<file path="config.mk">
export PLATFORM = sky130hd
export DESIGN_NAME = supply_fault_response_control
export DESIGN_NICKNAME = d
export VERILOG_FILES = /design/src/include/fault_pkg.sv /design/src/design/tick_timer.sv /design/src/design/supply_fault_response_control.sv
export SDC_FILE = /design/constraint.sdc
export NUM_CORES = 1
export LEC_CHECK = 0
export BUFFER_PORTS_ARGS = -buffer_cell sky130_fd_sc_hd__buf_2
export CAP_MARGIN = 10
export CORE_ASPECT_RATIO = 1.5
export CORE_MARGIN = 2
export CORE_UTILIZATION = 55
export CTS_CLUSTER_SIZE = 20
export DETAILED_ROUTE_END_ITERATION = 8
export PLACE_DENSITY = 0.77
export SETUP_SLACK_MARGIN = 0.05
export SLEW_MARGIN = 30
export SYNTH_ARGS = -nofsm -noshare
export SYNTH_HDL_FRONTEND = slang
export SYNTH_SLANG_ARGS = --single-unit
</file>
<file path="constraint.sdc">
create_clock -name clk_i -period 6.3 [get_ports clk_i]
set_input_delay 1.26 -clock clk_i [delete_from_list [all_inputs] [get_ports clk_i]]
set_output_delay 1.26 -clock clk_i [all_outputs]
set_load 0.1 [all_outputs]
</file>
<file path="src/include/fault_pkg.sv">
// package: constants, types and register map of the supply fault response block
package fault_pkg;

  // ****************************************
  // timing
  // ****************************************
  localparam int CLK_PERIOD_NS = 25;
  localparam int TICK_PERIOD_NS = 10000;
  localparam int TICK_CYCLES = TICK_PERIOD_NS / CLK_PERIOD_NS;
  localparam logic [8:0] TICK_LAST = 9'(TICK_CYCLES - 1);

  // ****************************************
  // register byte offsets
  // ****************************************
  localparam logic [7:0] OFS_CTRL = 8'h00;
  localparam logic [7:0] OFS_RESP_BASE = 8'h04;
  localparam logic [7:0] OFS_TON_LIMIT = 8'h18;
  localparam logic [7:0] OFS_RETRY_DELAY = 8'h1C;
  localparam logic [7:0] OFS_STATUS_WORD = 8'h20;
  localparam logic [7:0] OFS_STATUS_DETAIL = 8'h24;
  localparam logic [7:0] OFS_IRQ_STATUS = 8'h28;
  localparam logic [7:0] OFS_IRQ_MASK = 8'h2C;
  localparam logic [7:0] OFS_CHAN_STATE = 8'h30;

  // ****************************************
  // fields and reset values
  // ****************************************
  localparam int CTRL_ON_BIT = 0;
  localparam int CTRL_CLEAR_BIT = 1;
  localparam int NUM_SRC = 5;
  localparam logic [2:0] SRC_HOT = 3'h0;
  localparam logic [2:0] SRC_COLD = 3'h1;
  localparam logic [2:0] SRC_VIN_OV = 3'h2;
  localparam logic [2:0] SRC_VIN_UV = 3'h3;
  localparam logic [2:0] SRC_TON = 3'h4;
  localparam int ACT_HI = 7;
  localparam int ACT_LO = 6;
  localparam int RETRY_HI = 5;
  localparam int RETRY_LO = 3;
  localparam logic [7:0] RESP_RESET = 8'h00;
  localparam logic [7:0] RESP_STORED_MASK = 8'hF8;
  localparam logic [15:0] TON_LIMIT_RESET = 16'h000A;
  localparam logic [15:0] RETRY_DELAY_RESET = 16'h000A;
  localparam logic [0:0] CTRL_ON_RESET = 1'h0;
  localparam logic [2:0] IRQ_MASK_RESET = 3'h0;

  // status word bits
  localparam int SW_VOUT = 15;
  localparam int SW_INPUT = 13;
  localparam int SW_OFF = 6;
  localparam int SW_VIN_UV = 3;
  localparam int SW_TEMP = 2;
  localparam int SW_HIGH_BYTE = 0;
  // detail bits: vout timeout, input and temperature over / under
  localparam int SV_TON_MAX = 2;
  localparam int SD_OVER = 7;
  localparam int SD_UNDER = 4;

  // interrupt event bits
  localparam int IRQ_MEAS = 0;
  localparam int IRQ_TON = 1;
  localparam int IRQ_SHUT = 2;

  // ****************************************
  // types
  // ****************************************
  typedef enum logic [2:0] {
    ST_OFF = 3'b000,
    ST_RAMP = 3'b001,
    ST_ON = 3'b010,
    ST_RETRY = 3'b011,
    ST_LATCHED = 3'b100
  } chan_state_t;

  // one converter result with its limit comparisons
  typedef struct packed {
    logic valid;
    logic hot;
    logic cold;
    logic vin_ov;
    logic vin_uv;
  } conv_t;

endpackage

</file>
<file path="src/design/tick_timer.sv">
// 10 us timebase, restartable from the shared timebase pin
module tick_timer
  import fault_pkg::*;
(
  input wire logic clk_i,
  input wire logic rst_i,
  input wire logic ce_i,
  input wire logic sync_pin_i,
  output logic tick_o
);

  logic [8:0] cnt_reg, cnt_next;
  logic pin_reg, pin_next;
  logic tick_reg, tick_next;
  logic pin_rise;

  // count down one period; a rising pin edge realigns every timer in the system
  always_comb begin
    pin_rise = sync_pin_i & ~pin_reg;
    pin_next = sync_pin_i;
    tick_next = 1'b0;
    cnt_next = cnt_reg - 9'h001;
    if (pin_rise || cnt_reg == 9'h000) begin
      tick_next = 1'b1;
      cnt_next = TICK_LAST;
    end
  end

  always_ff @(posedge clk_i or posedge rst_i) begin
    if (rst_i) begin
      cnt_reg <= 9'h000;
      pin_reg <= 1'b0;
      tick_reg <= 1'b0;
    end else if (ce_i) begin
      cnt_reg <= cnt_next;
      pin_reg <= pin_next;
      tick_reg <= tick_next;
    end
  end

  assign tick_o = tick_reg;

endmodule

</file>
<file path="src/design/supply_fault_response_control.sv">
// fault response control: measured and turn-on timeout faults, status, alert
module supply_fault_response_control
  import fault_pkg::*;
(
  input wire logic clk_i,
  input wire logic rst_i,
  input wire logic ce_i,
  input wire logic hsel_i,
  input wire logic [31:0] haddr_i,
  input wire logic [1:0] htrans_i,
  input wire logic hwrite_i,
  input wire logic [2:0] hsize_i,
  input wire logic [31:0] hwdata_i,
  input wire logic hready_i,
  output logic [31:0] hrdata_o,
  output logic hreadyout_o,
  output logic hresp_o,
  input wire conv_t conv_i,
  input wire logic channel_on_pin_i,
  input wire logic bias_ok_i,
  input wire logic power_good_i,
  input wire logic shared_timebase_pin_i,
  output logic channel_enable_o,
  output logic host_alert_n_o,
  output logic irq_o
);

  // ****************************************
  // state
  // ****************************************
  logic wr_pend_reg, wr_pend_next;
  logic [7:0] wr_addr_reg, wr_addr_next;
  logic [31:0] hrdata_reg, hrdata_next;
  logic ctrl_on_reg, ctrl_on_next;
  logic [7:0] resp_reg [NUM_SRC];
  logic [7:0] resp_next [NUM_SRC];
  logic [15:0] ton_limit_reg, ton_limit_next;
  logic [15:0] retry_delay_reg, retry_delay_next;
  logic [2:0] irq_mask_reg, irq_mask_next;
  logic [2:0] irq_stat_reg, irq_stat_next;
  logic [15:0] status_word_reg, status_word_next;
  logic [7:0] stat_vout_reg, stat_vout_next;
  logic [7:0] stat_input_reg, stat_input_next;
  logic [7:0] stat_temp_reg, stat_temp_next;
  logic alert_n_reg, alert_n_next;
  logic irq_reg, irq_next;
  chan_state_t state_reg, state_next;
  logic [15:0] tick_cnt_reg, tick_cnt_next;
  logic [2:0] cause_reg, cause_next;
  logic [2:0] snap_retry_reg [NUM_SRC];
  logic [2:0] snap_retry_next [NUM_SRC];
  logic en_reg, en_next;

  logic tick;
  logic rd_take, wr_take, wr_now, clear_faults;
  logic on_cmd, running, ton_fault;
  logic [NUM_SRC-1:0] hit, shut_vec;
  logic [2:0] pick;
  logic [2:0] ev;

  // index of the lowest set bit; several faults in one step share one shutdown
  function automatic logic [2:0] first_set(input logic [NUM_SRC-1:0] v);
    first_set = 3'h0;
    for (int i = NUM_SRC - 1; i >= 0; i--) begin
      if (v[i]) begin
        first_set = 3'(i);
      end
    end
  endfunction

  // true once one more tick makes the count reach the limit
  function automatic logic reached(input logic [15:0] cnt, input logic [15:0] lim);
    reached = ({1'b0, cnt} + 17'h00001) >= {1'b0, lim};
  endfunction

  tick_timer u_tick (
    .clk_i(clk_i),
    .rst_i(rst_i),
    .ce_i(ce_i),
    .sync_pin_i(shared_timebase_pin_i),
    .tick_o(tick)
  );

  // ****************************************
  // bus slave
  // ****************************************
  // zero wait states: read data is fetched in the address phase so it can stand registered
  always_comb begin
    rd_take = hsel_i & hready_i & htrans_i[1] & ~hwrite_i;
    wr_take = hsel_i & hready_i & htrans_i[1] & hwrite_i & (hsize_i == 3'b010);
    wr_pend_next = wr_pend_reg ? 1'b0 : wr_take;
    if (wr_take) begin
      wr_pend_next = 1'b1;
    end
    wr_addr_next = wr_take ? {haddr_i[7:2], 2'b00} : wr_addr_reg;
    hrdata_next = hrdata_reg;
    if (rd_take) begin
      hrdata_next = 32'h0000_0000;
      unique case ({haddr_i[7:2], 2'b00})
        OFS_CTRL: hrdata_next[CTRL_ON_BIT] = ctrl_on_reg;
        OFS_TON_LIMIT: hrdata_next[15:0] = ton_limit_reg;
        OFS_RETRY_DELAY: hrdata_next[15:0] = retry_delay_reg;
        OFS_STATUS_WORD: begin
          hrdata_next[15:0] = status_word_reg;
          hrdata_next[SW_OFF] = ~en_reg; // live off bit, not a fault
        end
        OFS_STATUS_DETAIL: hrdata_next[23:0] = {stat_temp_reg, stat_input_reg, stat_vout_reg};
        OFS_IRQ_STATUS: hrdata_next[2:0] = irq_stat_reg;
        OFS_IRQ_MASK: hrdata_next[2:0] = irq_mask_reg;
        OFS_CHAN_STATE: hrdata_next[2:0] = state_reg;
        default: begin
          for (int i = 0; i < NUM_SRC; i++) begin
            if ({haddr_i[7:2], 2'b00} == OFS_RESP_BASE + 8'(4 * i)) begin
              hrdata_next[7:0] = resp_reg[i]; // delay bits are never stored
            end
          end
        end
      endcase
    end
  end

  always_ff @(posedge clk_i or posedge rst_i) begin
    if (rst_i) begin
      wr_pend_reg <= 1'b0;
      wr_addr_reg <= 8'h00;
      hrdata_reg <= 32'h0000_0000;
    end else if (ce_i) begin
      wr_pend_reg <= wr_pend_next;
      wr_addr_reg <= wr_addr_next;
      hrdata_reg <= hrdata_next;
    end
  end

  // ****************************************
  // register file
  // ****************************************
  // writes land at the end of the data phase, when hwdata stands
  always_comb begin
    wr_now = wr_pend_reg;
    clear_faults = wr_now & (wr_addr_reg == OFS_CTRL) & hwdata_i[CTRL_CLEAR_BIT];
    ctrl_on_next = ctrl_on_reg;
    ton_limit_next = ton_limit_reg;
    retry_delay_next = retry_delay_reg;
    irq_mask_next = irq_mask_reg;
    for (int i = 0; i < NUM_SRC; i++) begin
      resp_next[i] = resp_reg[i];
      if (wr_now && wr_addr_reg == OFS_RESP_BASE + 8'(4 * i)) begin
        resp_next[i] = hwdata_i[7:0] & RESP_STORED_MASK;
      end
    end
    if (wr_now) begin
      unique case (wr_addr_reg)
        OFS_CTRL: ctrl_on_next = hwdata_i[CTRL_ON_BIT];
        OFS_TON_LIMIT: ton_limit_next = hwdata_i[15:0];
        OFS_RETRY_DELAY: retry_delay_next = hwdata_i[15:0];
        OFS_IRQ_MASK: irq_mask_next = hwdata_i[2:0];
        default: ;
      endcase
    end
  end

  always_ff @(posedge clk_i or posedge rst_i) begin
    if (rst_i) begin
      ctrl_on_reg <= CTRL_ON_RESET;
      ton_limit_reg <= TON_LIMIT_RESET;
      retry_delay_reg <= RETRY_DELAY_RESET;
      irq_mask_reg <= IRQ_MASK_RESET;
      for (int i = 0; i < NUM_SRC; i++) begin
        resp_reg[i] <= RESP_RESET;
      end
    end else if (ce_i) begin
      ctrl_on_reg <= ctrl_on_next;
      ton_limit_reg <= ton_limit_next;
      retry_delay_reg <= retry_delay_next;
      irq_mask_reg <= irq_mask_next;
      for (int i = 0; i < NUM_SRC; i++) begin
        resp_reg[i] <= resp_next[i];
      end
    end
  end

  // ****************************************
  // channel sequencer
  // ****************************************
  // any off command (pin, software, bias) wins and also releases a latched shutdown
  always_comb begin
    on_cmd = channel_on_pin_i & ctrl_on_reg & bias_ok_i;
    running = (state_reg == ST_RAMP) | (state_reg == ST_ON);
    ton_fault = (state_reg == ST_RAMP) & tick & ~power_good_i
              & reached(tick_cnt_reg, ton_limit_reg);
    // raw flags straight from the new result, no deglitch
    hit = {ton_fault, conv_i.vin_uv, conv_i.vin_ov, conv_i.cold, conv_i.hot}
        & {1'b1, {4{conv_i.valid}}};
    for (int i = 0; i < NUM_SRC; i++) begin
      shut_vec[i] = hit[i] & (resp_reg[i][ACT_HI:ACT_LO] != 2'b00);
    end
    pick = first_set(shut_vec);
    state_next = state_reg;
    tick_cnt_next = tick_cnt_reg;
    cause_next = cause_reg;
    for (int i = 0; i < NUM_SRC; i++) begin
      snap_retry_next[i] = snap_retry_reg[i];
    end
    unique case (state_reg)
      ST_OFF: begin
        if (on_cmd) begin
          state_next = ST_RAMP;
          tick_cnt_next = 16'h0000;
          for (int i = 0; i < NUM_SRC; i++) begin
            snap_retry_next[i] = resp_reg[i][RETRY_HI:RETRY_LO];
          end
        end
      end
      ST_RAMP, ST_ON: begin
        if (!on_cmd) begin
          state_next = ST_OFF;
        end else if (|shut_vec) begin
          cause_next = pick;
          tick_cnt_next = 16'h0000;
          // zero retry holds the output off
          state_next = (snap_retry_reg[pick] == 3'h0) ? ST_LATCHED : ST_RETRY;
        end else if (state_reg == ST_RAMP) begin
          if (power_good_i || ton_fault) begin
            state_next = ST_ON; // timeout with action 00 keeps going
          end else if (tick) begin
            tick_cnt_next = tick_cnt_reg + 16'h0001;
          end
        end
      end
      ST_RETRY: begin
        if (!on_cmd) begin
          state_next = ST_OFF;
        end else if (|(shut_vec & ~(5'h01 << cause_reg))) begin
          state_next = ST_LATCHED; // a different shutdown fault ends retrying
        end else if (tick) begin
          tick_cnt_next = tick_cnt_reg + 16'h0001;
          if (reached(tick_cnt_reg, retry_delay_reg)) begin
            state_next = ST_RAMP; // endless restarts
            tick_cnt_next = 16'h0000;
          end
        end
      end
      ST_LATCHED: begin
        if (!on_cmd) begin
          state_next = ST_OFF;
        end
      end
      default: state_next = ST_OFF;
    endcase
    en_next = (state_next == ST_RAMP) | (state_next == ST_ON);
  end

  always_ff @(posedge clk_i or posedge rst_i) begin
    if (rst_i) begin
      state_reg <= ST_OFF;
      tick_cnt_reg <= 16'h0000;
      cause_reg <= 3'h0;
      en_reg <= 1'b0;
      for (int i = 0; i < NUM_SRC; i++) begin
        snap_retry_reg[i] <= 3'h0;
      end
    end else if (ce_i) begin
      state_reg <= state_next;
      tick_cnt_reg <= tick_cnt_next;
      cause_reg <= cause_next;
      en_reg <= en_next;
      for (int i = 0; i < NUM_SRC; i++) begin
        snap_retry_reg[i] <= snap_retry_next[i];
      end
    end
  end

  // ****************************************
  // status, alert and interrupt
  // ****************************************
  // a fault in the clear cycle survives: set wins over clear
  always_comb begin
    status_word_next = clear_faults ? 16'h0000 : status_word_reg;
    stat_vout_next = clear_faults ? 8'h00 : stat_vout_reg;
    stat_input_next = clear_faults ? 8'h00 : stat_input_reg;
    stat_temp_next = clear_faults ? 8'h00 : stat_temp_reg;
    if (hit[SRC_HOT] || hit[SRC_COLD]) begin
      status_word_next[SW_TEMP] = 1'b1;
    end
    if (hit[SRC_VIN_OV] || hit[SRC_VIN_UV]) begin
      status_word_next[SW_INPUT] = 1'b1;
    end
    if (hit[SRC_VIN_UV]) begin
      status_word_next[SW_VIN_UV] = 1'b1;
    end
    stat_temp_next[SD_OVER] = stat_temp_next[SD_OVER] | hit[SRC_HOT];
    stat_temp_next[SD_UNDER] = stat_temp_next[SD_UNDER] | hit[SRC_COLD];
    stat_input_next[SD_OVER] = stat_input_next[SD_OVER] | hit[SRC_VIN_OV];
    stat_input_next[SD_UNDER] = stat_input_next[SD_UNDER] | hit[SRC_VIN_UV];
    if (hit[SRC_TON]) begin
      status_word_next[SW_VOUT] = 1'b1;
      status_word_next[SW_HIGH_BYTE] = 1'b1;
      stat_vout_next[SV_TON_MAX] = 1'b1;
    end
    // alert follows stored faults only, so clearing them releases it
    alert_n_next = ~(|status_word_next);
    ev = 3'h0;
    ev[IRQ_MEAS] = |hit[3:0];
    ev[IRQ_TON] = hit[SRC_TON];
    ev[IRQ_SHUT] = (running & on_cmd & (|shut_vec)) | (state_next == ST_LATCHED
                 & state_reg == ST_RETRY);
    irq_stat_next = irq_stat_reg;
    if (wr_now && wr_addr_reg == OFS_IRQ_STATUS) begin
      irq_stat_next = irq_stat_reg & ~hwdata_i[2:0];
    end
    irq_stat_next = irq_stat_next | ev;
    irq_next = |(irq_stat_next & irq_mask_next);
  end

  always_ff @(posedge clk_i or posedge rst_i) begin
    if (rst_i) begin
      status_word_reg <= 16'h0000;
      stat_vout_reg <= 8'h00;
      stat_input_reg <= 8'h00;
      stat_temp_reg <= 8'h00;
      alert_n_reg <= 1'b1;
      irq_stat_reg <= 3'h0;
      irq_reg <= 1'b0;
    end else if (ce_i) begin
      status_word_reg <= status_word_next;
      stat_vout_reg <= stat_vout_next;
      stat_input_reg <= stat_input_next;
      stat_temp_reg <= stat_temp_next;
      alert_n_reg <= alert_n_next;
      irq_stat_reg <= irq_stat_next;
      irq_reg <= irq_next;
    end
  end

  assign hrdata_o = hrdata_reg;
  assign hreadyout_o = ~rst_i | 1'b1;
  assign hresp_o = 1'b0;
  assign channel_enable_o = en_reg;
  assign host_alert_n_o = alert_n_reg;
  assign irq_o = irq_reg;
endmodule

</file>
After elaboration in Yosys (flattened, before gate mapping)
Cells that the tools add are included.

Reductions and logical operators: 43. Bitwise logic cells: 41. Shifts and indexed selects: 1. Eq/ne operators: 37. Add/subtract/negate cells: 3. Magnitude comparators: 3. Multiplexer cells: 57.

Operators with widths (count): two-way mux 16 bit (11); two-way mux 3 bit (22); two-way mux 8 bit (8); equality test 6 x 3 -> 1 bit, second input constant (8); case mux 16 bit (3 select lines) (1); equality test 6 x 4 -> 1 bit, second input constant (7); greater-or-equal comparator 17 x 16 -> 1 bit (2); case mux 8 bit (4 select lines) (1); equality test 6 x 2 -> 1 bit, second input constant (4); AND 1 bit (21); case mux 5 bit (4 select lines) (1); adder 16 x 1 -> 17 bit, second input constant (1); adder 16 x 1 -> 16 bit, second input constant (1); case mux 2 bit (8 select lines) (1); AND reduction 2 bit (8); OR reduction 16 bit (1); OR reduction 5 bit (3); equality test 3 x 2 -> 1 bit, second input constant (4); equality test 6 x 1 -> 1 bit, second input constant (2); case mux 3 bit (4 select lines) (1); AND reduction 3 bit (4); nonzero test 2 bit (6); AND 5 bit (2); AND reduction 10 bit (1); other kinds (31) (64).

Word-level logic and storage cells: 216. Input bits: 84. Flip-flop bits (word level): 167. Output and inout bits: 37.

Longest topological paths before layout
Depth in word-level cells: 26. Gate-level depth with buffers: 20. Mapped depth without buffers: 17.

Hierarchy
A second synthesis with hierarchy kept.

Cells, all modules: 911. Area total of the unflattened synthesis: 8812.2 µm².

By module, submodules not included: supply_fault_response_control (cells each 850, instances 1, seq. area each 3759.9 µm², area an instance 8234.1 µm²); tick_timer (cells each 61, instances 1, seq. area each 275.3 µm², area an instance 578.1 µm²).

Worst setup path before layout
Ideal clock, no wire load.

Path type: register to register. From: reg tick_cnt_reg[0]. To: reg tick_cnt_reg[10]. Period minus slack after synthesis: 3521 ps. Data required time: 6197 ps. Stages on the path, launching flop included: 15. Arrival: 3417 ps. Slack: 2779 ps. Library setup time: 103 ps. Path buffers: 0. Cell sequence: dfrtp_1 > ha_1 > nand3_4 > nor3_4 > and3_1 > xor2_1 > ha_1 > a21o_1 > a221o_1 > a31oi_4 > a211oi_1 > o311ai_1 > o2111ai_1 > or2_1 > o41ai_2.

Word-level cells in the longest chain between the ends: 9. Elaborated cells between the ends (all ways): 26. Classes of those cells: add/sub (2); order compare (2); eq/ne (4); mux (10); bitwise (4); reduce/logical (4).

RTL lines: start, declared (line supply_fault_response_control.sv:48) `logic [15:0] tick_cnt_reg, tick_cnt_next;`; start signal, assigned (line supply_fault_response_control.sv:264) `tick_cnt_reg <= tick_cnt_next;`; adder 16 x 1 -> 17 bit (line supply_fault_response_control.sv:73) `reached = ({1'b0, cnt} + 17'h00001) >= {1'b0, lim};`; greater-or-equal comparator 17 x 16 -> 1 bit (line supply_fault_response_control.sv:73); AND 1 bit (line supply_fault_response_control.sv:190) `& reached(tick_cnt_reg, ton_limit_reg);`; AND 5 bit (line supply_fault_response_control.sv:193) `& {1'b1, {4{conv_i.valid}}};`; AND 1 bit (line supply_fault_response_control.sv:195) `shut_vec[i] = hit[i] & (resp_reg[i][ACT_HI:ACT_LO] != 2'b00);`; AND 5 bit / OR reduction 5 bit (equally long branches) (line supply_fault_response_control.sv:233, supply_fault_response_control.sv:217); OR reduction 5 bit / two-way mux 16 bit (equally long branches) (line supply_fault_response_control.sv:233, supply_fault_response_control.sv:217); != test 2 bit (no source line) / two-way mux 16 bit (equally long branches); AND reduction 10 bit (no source line) / case mux 16 bit (3 select lines) (equally long branches).

Parallel ways exist; a longest one is shown, timed or not. The select of a mux whose other input is x is not followed. A chain may end at the register's enable or synchronous reset.

Worst setup path in the final report
Same ends and word-level chain as after synthesis.

==> run metrics <==
delay-heaviest family, CP compound AO/OA/AOI/OAI gates; largest net degree at the start of global routing 104; clock buffer count from CTS 17; share of cells above drive strength 1 21.2%; final wirelength 21.1 mm; max-slew violation count 0; Mapped Cells 869; number of enable flip-flop cells after synthesis 0; chip height 158 um; crit path launch tick_cnt_reg[0]; end of the critical path tick_cnt_reg[10]; die outline area 0.0168 mm^2; highest achievable clock rate 233 MHz; maximum vdd ir drop 0.000174 V; Resized cells post-CTS 0; depth of the CTS H-tree 4; endpoint kind of the worst setup timing path register; total power per unit cell area 259 mW/mm^2; path type of the worst min-delay path reg -> reg; total inserted antenna cells 0; result of the run finished, final reports clean; cell area after technology mapping 0.00867 mm^2; number of hold-slack violations in the final timing report 0; sequential power share 44.1%; max-capacitance violation count 0; slack of the worst reg-to-reg path 2020 ps; Die X 107 um; worst flop-to-flop path startpoint tick_cnt_reg[0]; part of the Yosys area used for sequential elements 46.5%; number of buffer and inverter stages on the critical path 1; crit share post-route 68.0%; number of warning messages in the yosys log 0; vias per cell 5.92; number of vias after detailed routing 6729; cts hold-fix bufs 0; kind of start point of the critical path register; most common library cell in the layout ignoring fill and taps sky130_fd_sc_hd__dfrtp_1; boundary pin count 121; final count of negative-setup-slack endpoints 0; Post-Route Skew 11.7 ps; clock insertion delay at the later pin of the skew report 430 ps; register clock-pin slew on the reported worst setup and hold paths 60 ps; routed wirelength normalized by instance count 18.5 um; required time of the worst setup path 6620 ps; CTS tree built; transition at the pin with the smallest max-transition slack 929 ps; cells along the critical path ha_1 -> nand3_4 -> nor3_4 -> and3_1 -> xor2_1 -> ha_1 -> nand3_1 -> nor3_2 -> a221o_1 -> a31oi_4 -> a211oi_1 -> o311ai_1 -> o2111ai_2 -> buf_4 -> or2_1 -> o41ai_2; Final HPWL DP 15.4 mm; clock net sink count 161; Area growth, synth to finish 11.9%; Power Internal 0.00179 W; number of register bits inferred by synthesis 161; via count of the first global-routing pass 6759; critical path class reg -> reg; placer's final routability congestion estimate 0.978; Total Nets Final 1039; endpoint of the lowest-slack register-to-register path tick_cnt_reg[10]; standard cell core area 0.0156 mm^2; number of cell instances on the worst register-to-register path 16; FFs w/ async S/R, synth 100%; Starting Density 55.7%; GR Overflow Total 0; Psw 0.000720 W; number of standard cells in the layout, taps in and fillers out 1137; most frequent cells in the layout 156 x sky130_fd_sc_hd__dfrtp_1, 119 x sky130_fd_sc_hd__nand2_1, 72 x sky130_fd_sc_hd__o21ai_0; remaining routing DRC violations 0; buffer depth of the longest clock path 2; critical path depth 16; max reg flops 25; number of port buffers 61; final-layout setup total negative slack 0 ps; Sw Ratio 28.6%; relative contribution of combinational cells to total power 13.1%; number of standard-cell rows in the floorplan 56; setup repair after global routing missed its margin false; top fanout value on the critical path 29; count of placed standard cells including taps 1105; Leakage 4.73 nW; number of optimization iterations in the first detailed-route pass 6; initial drt markers 328; antenna viol nets, final 0; relative slew slack 38.0%; post-CTS setup buffers 0; GR Util All Layers 26.6%; fill cell count 1318; first-pass GRT wire length 34.4 mm; Clock Root Buffer sky130_fd_sc_hd__clkbuf_16; arrival time of data at the critical path endpoint 4610 ps; time the final worst path needs with I/O delays and setup 4280 ps; syn avg cell area 9.98 um^2; number of antenna violations at the first check in global routing 0; commonest register cell after synthesis sky130_fd_sc_hd__dfrtp_1; Slowest-stage cell, CP sky130_fd_sc_hd__dfrtp_1; cell repeated most along the worst path sky130_fd_sc_hd__ha_1; Clk network pwr share 42.8%; Slowest Stage Delay on Critical Path 470 ps; number of library cell types mapped by synthesis 75
## synth_stat cells (8+ instances only)
cell	instances	share of area, %
sky130_fd_sc_hd__dfrtp_1	156	45
sky130_fd_sc_hd__nand2_1	119	5.2
sky130_fd_sc_hd__o21ai_0	72	4.2
sky130_fd_sc_hd__mux2_2	60	7.8
sky130_fd_sc_hd__nor2_1	60	2.6
sky130_fd_sc_hd__inv_1	42	1.8
sky130_fd_sc_hd__ha_1	34	4.9
sky130_fd_sc_hd__clkbuf_1	26	1.1
sky130_fd_sc_hd__nand2b_1	23	1.7
sky130_fd_sc_hd__a21oi_1	20	1.2
sky130_fd_sc_hd__buf_4	16	1.4
sky130_fd_sc_hd__and2_1	15	1.1
sky130_fd_sc_hd__nand3_1	15	0.87
sky130_fd_sc_hd__a22oi_1	13	1.1
sky130_fd_sc_hd__xor2_1	13	1.3
sky130_fd_sc_hd__a21o_1	11	0.95
sky130_fd_sc_hd__nor4_1	11	0.79
sky130_fd_sc_hd__a31oi_1	10	0.72
sky130_fd_sc_hd__a221oi_1	9	0.91
sky130_fd_sc_hd__o21ai_1	9	0.52
sky130_fd_sc_hd__xnor2_1	9	0.91
sky130_fd_sc_hd__nor3_1	8	0.46
## layer usage
metal	GRT usage (%)	up-vias	share of wire [%]
met5	0	-	0
met4	13.4	0	4.2
met3	4.36	58	4.6
met2	46.5	236	51
met1	31.7	3290	40
li1	-	3145	-
## per-stage QoR
| step | total power [W] | util (%) | setup WS (ps) | cell area (um^2) | hold WS (ps) |
|---|---|---|---|---|---|
| finish | 0.00251 | 62.4 | 2020 | 9700 | 477 |
| global route | 0.00260 | 62.4 | 1700 | 9700 | 495 |
| CTS | 0.00252 | 62.3 | 2040 | 9700 | 481 |
| detailed placement | 0.00146 | 58.4 | 2060 | 9080 | 463 |
| global placement | 0.00145 | 58.4 | 2120 | 9080 | 454 |
| floorplan | 0.00138 | - | 700 | 8720 | 442 |
## cell type report
cell class,count,area (um^2),area share (%)
tap,203,254,2.62
sequential,161,4040,41.6
clock buffer,18,439,4.53
timing repair buffer,68,358,3.69
clock inverter,14,179,1.84
inverter,42,165,1.70
multi-input combinational,631,4270,44.0
## cells by family after synthesis
kind of cell | share of synthesized area (%)
compound gates | 15.0
fa+ha+maj | 4.91
other cells | 0.0866
flops | 46.5
buf+inv | 4.94
simple gates | 16.5
xor+xnor | 2.22
mux | 9.81
## how the worst min path moves through the flow
stage	startpoint	end	slack, ps	depth (start not counted)
final	hrdata_o[2]	hrdata_o[2]	480	2
after global routing	hrdata_o[20]	hrdata_o[20]	500	2
after CTS	hrdata_o[12]	hrdata_o[12]	480	1
after detailed placement	hrdata_o[15]	hrdata_o[15]	460	1
after global placement	hrdata_o[15]	hrdata_o[15]	450	1
after floorplan	stat_vout_reg[2]	stat_vout_reg[2]	440	2
## power by group through the flow
stage | clock network, W | logic [W] | registers, W
after floorplan | 0 | 0.000179 | 0.00120
after global placement | 0 | 0.000323 | 0.00113
after detailed placement | 0 | 0.000327 | 0.00113
after CTS | 0.00109 | 0.000329 | 0.00111
after global routing | 0.00113 | 0.000354 | 0.00111
final | 0.00108 | 0.000328 | 0.00111
## worst min-delay path, stage by stage (launching register included)
cell and delay, ps:
sky130_fd_sc_hd__dfrtp_1 340, sky130_fd_sc_hd__nand2_1 50, sky130_fd_sc_hd__o21ai_0 60
Power figures use the tool's default switching activity.
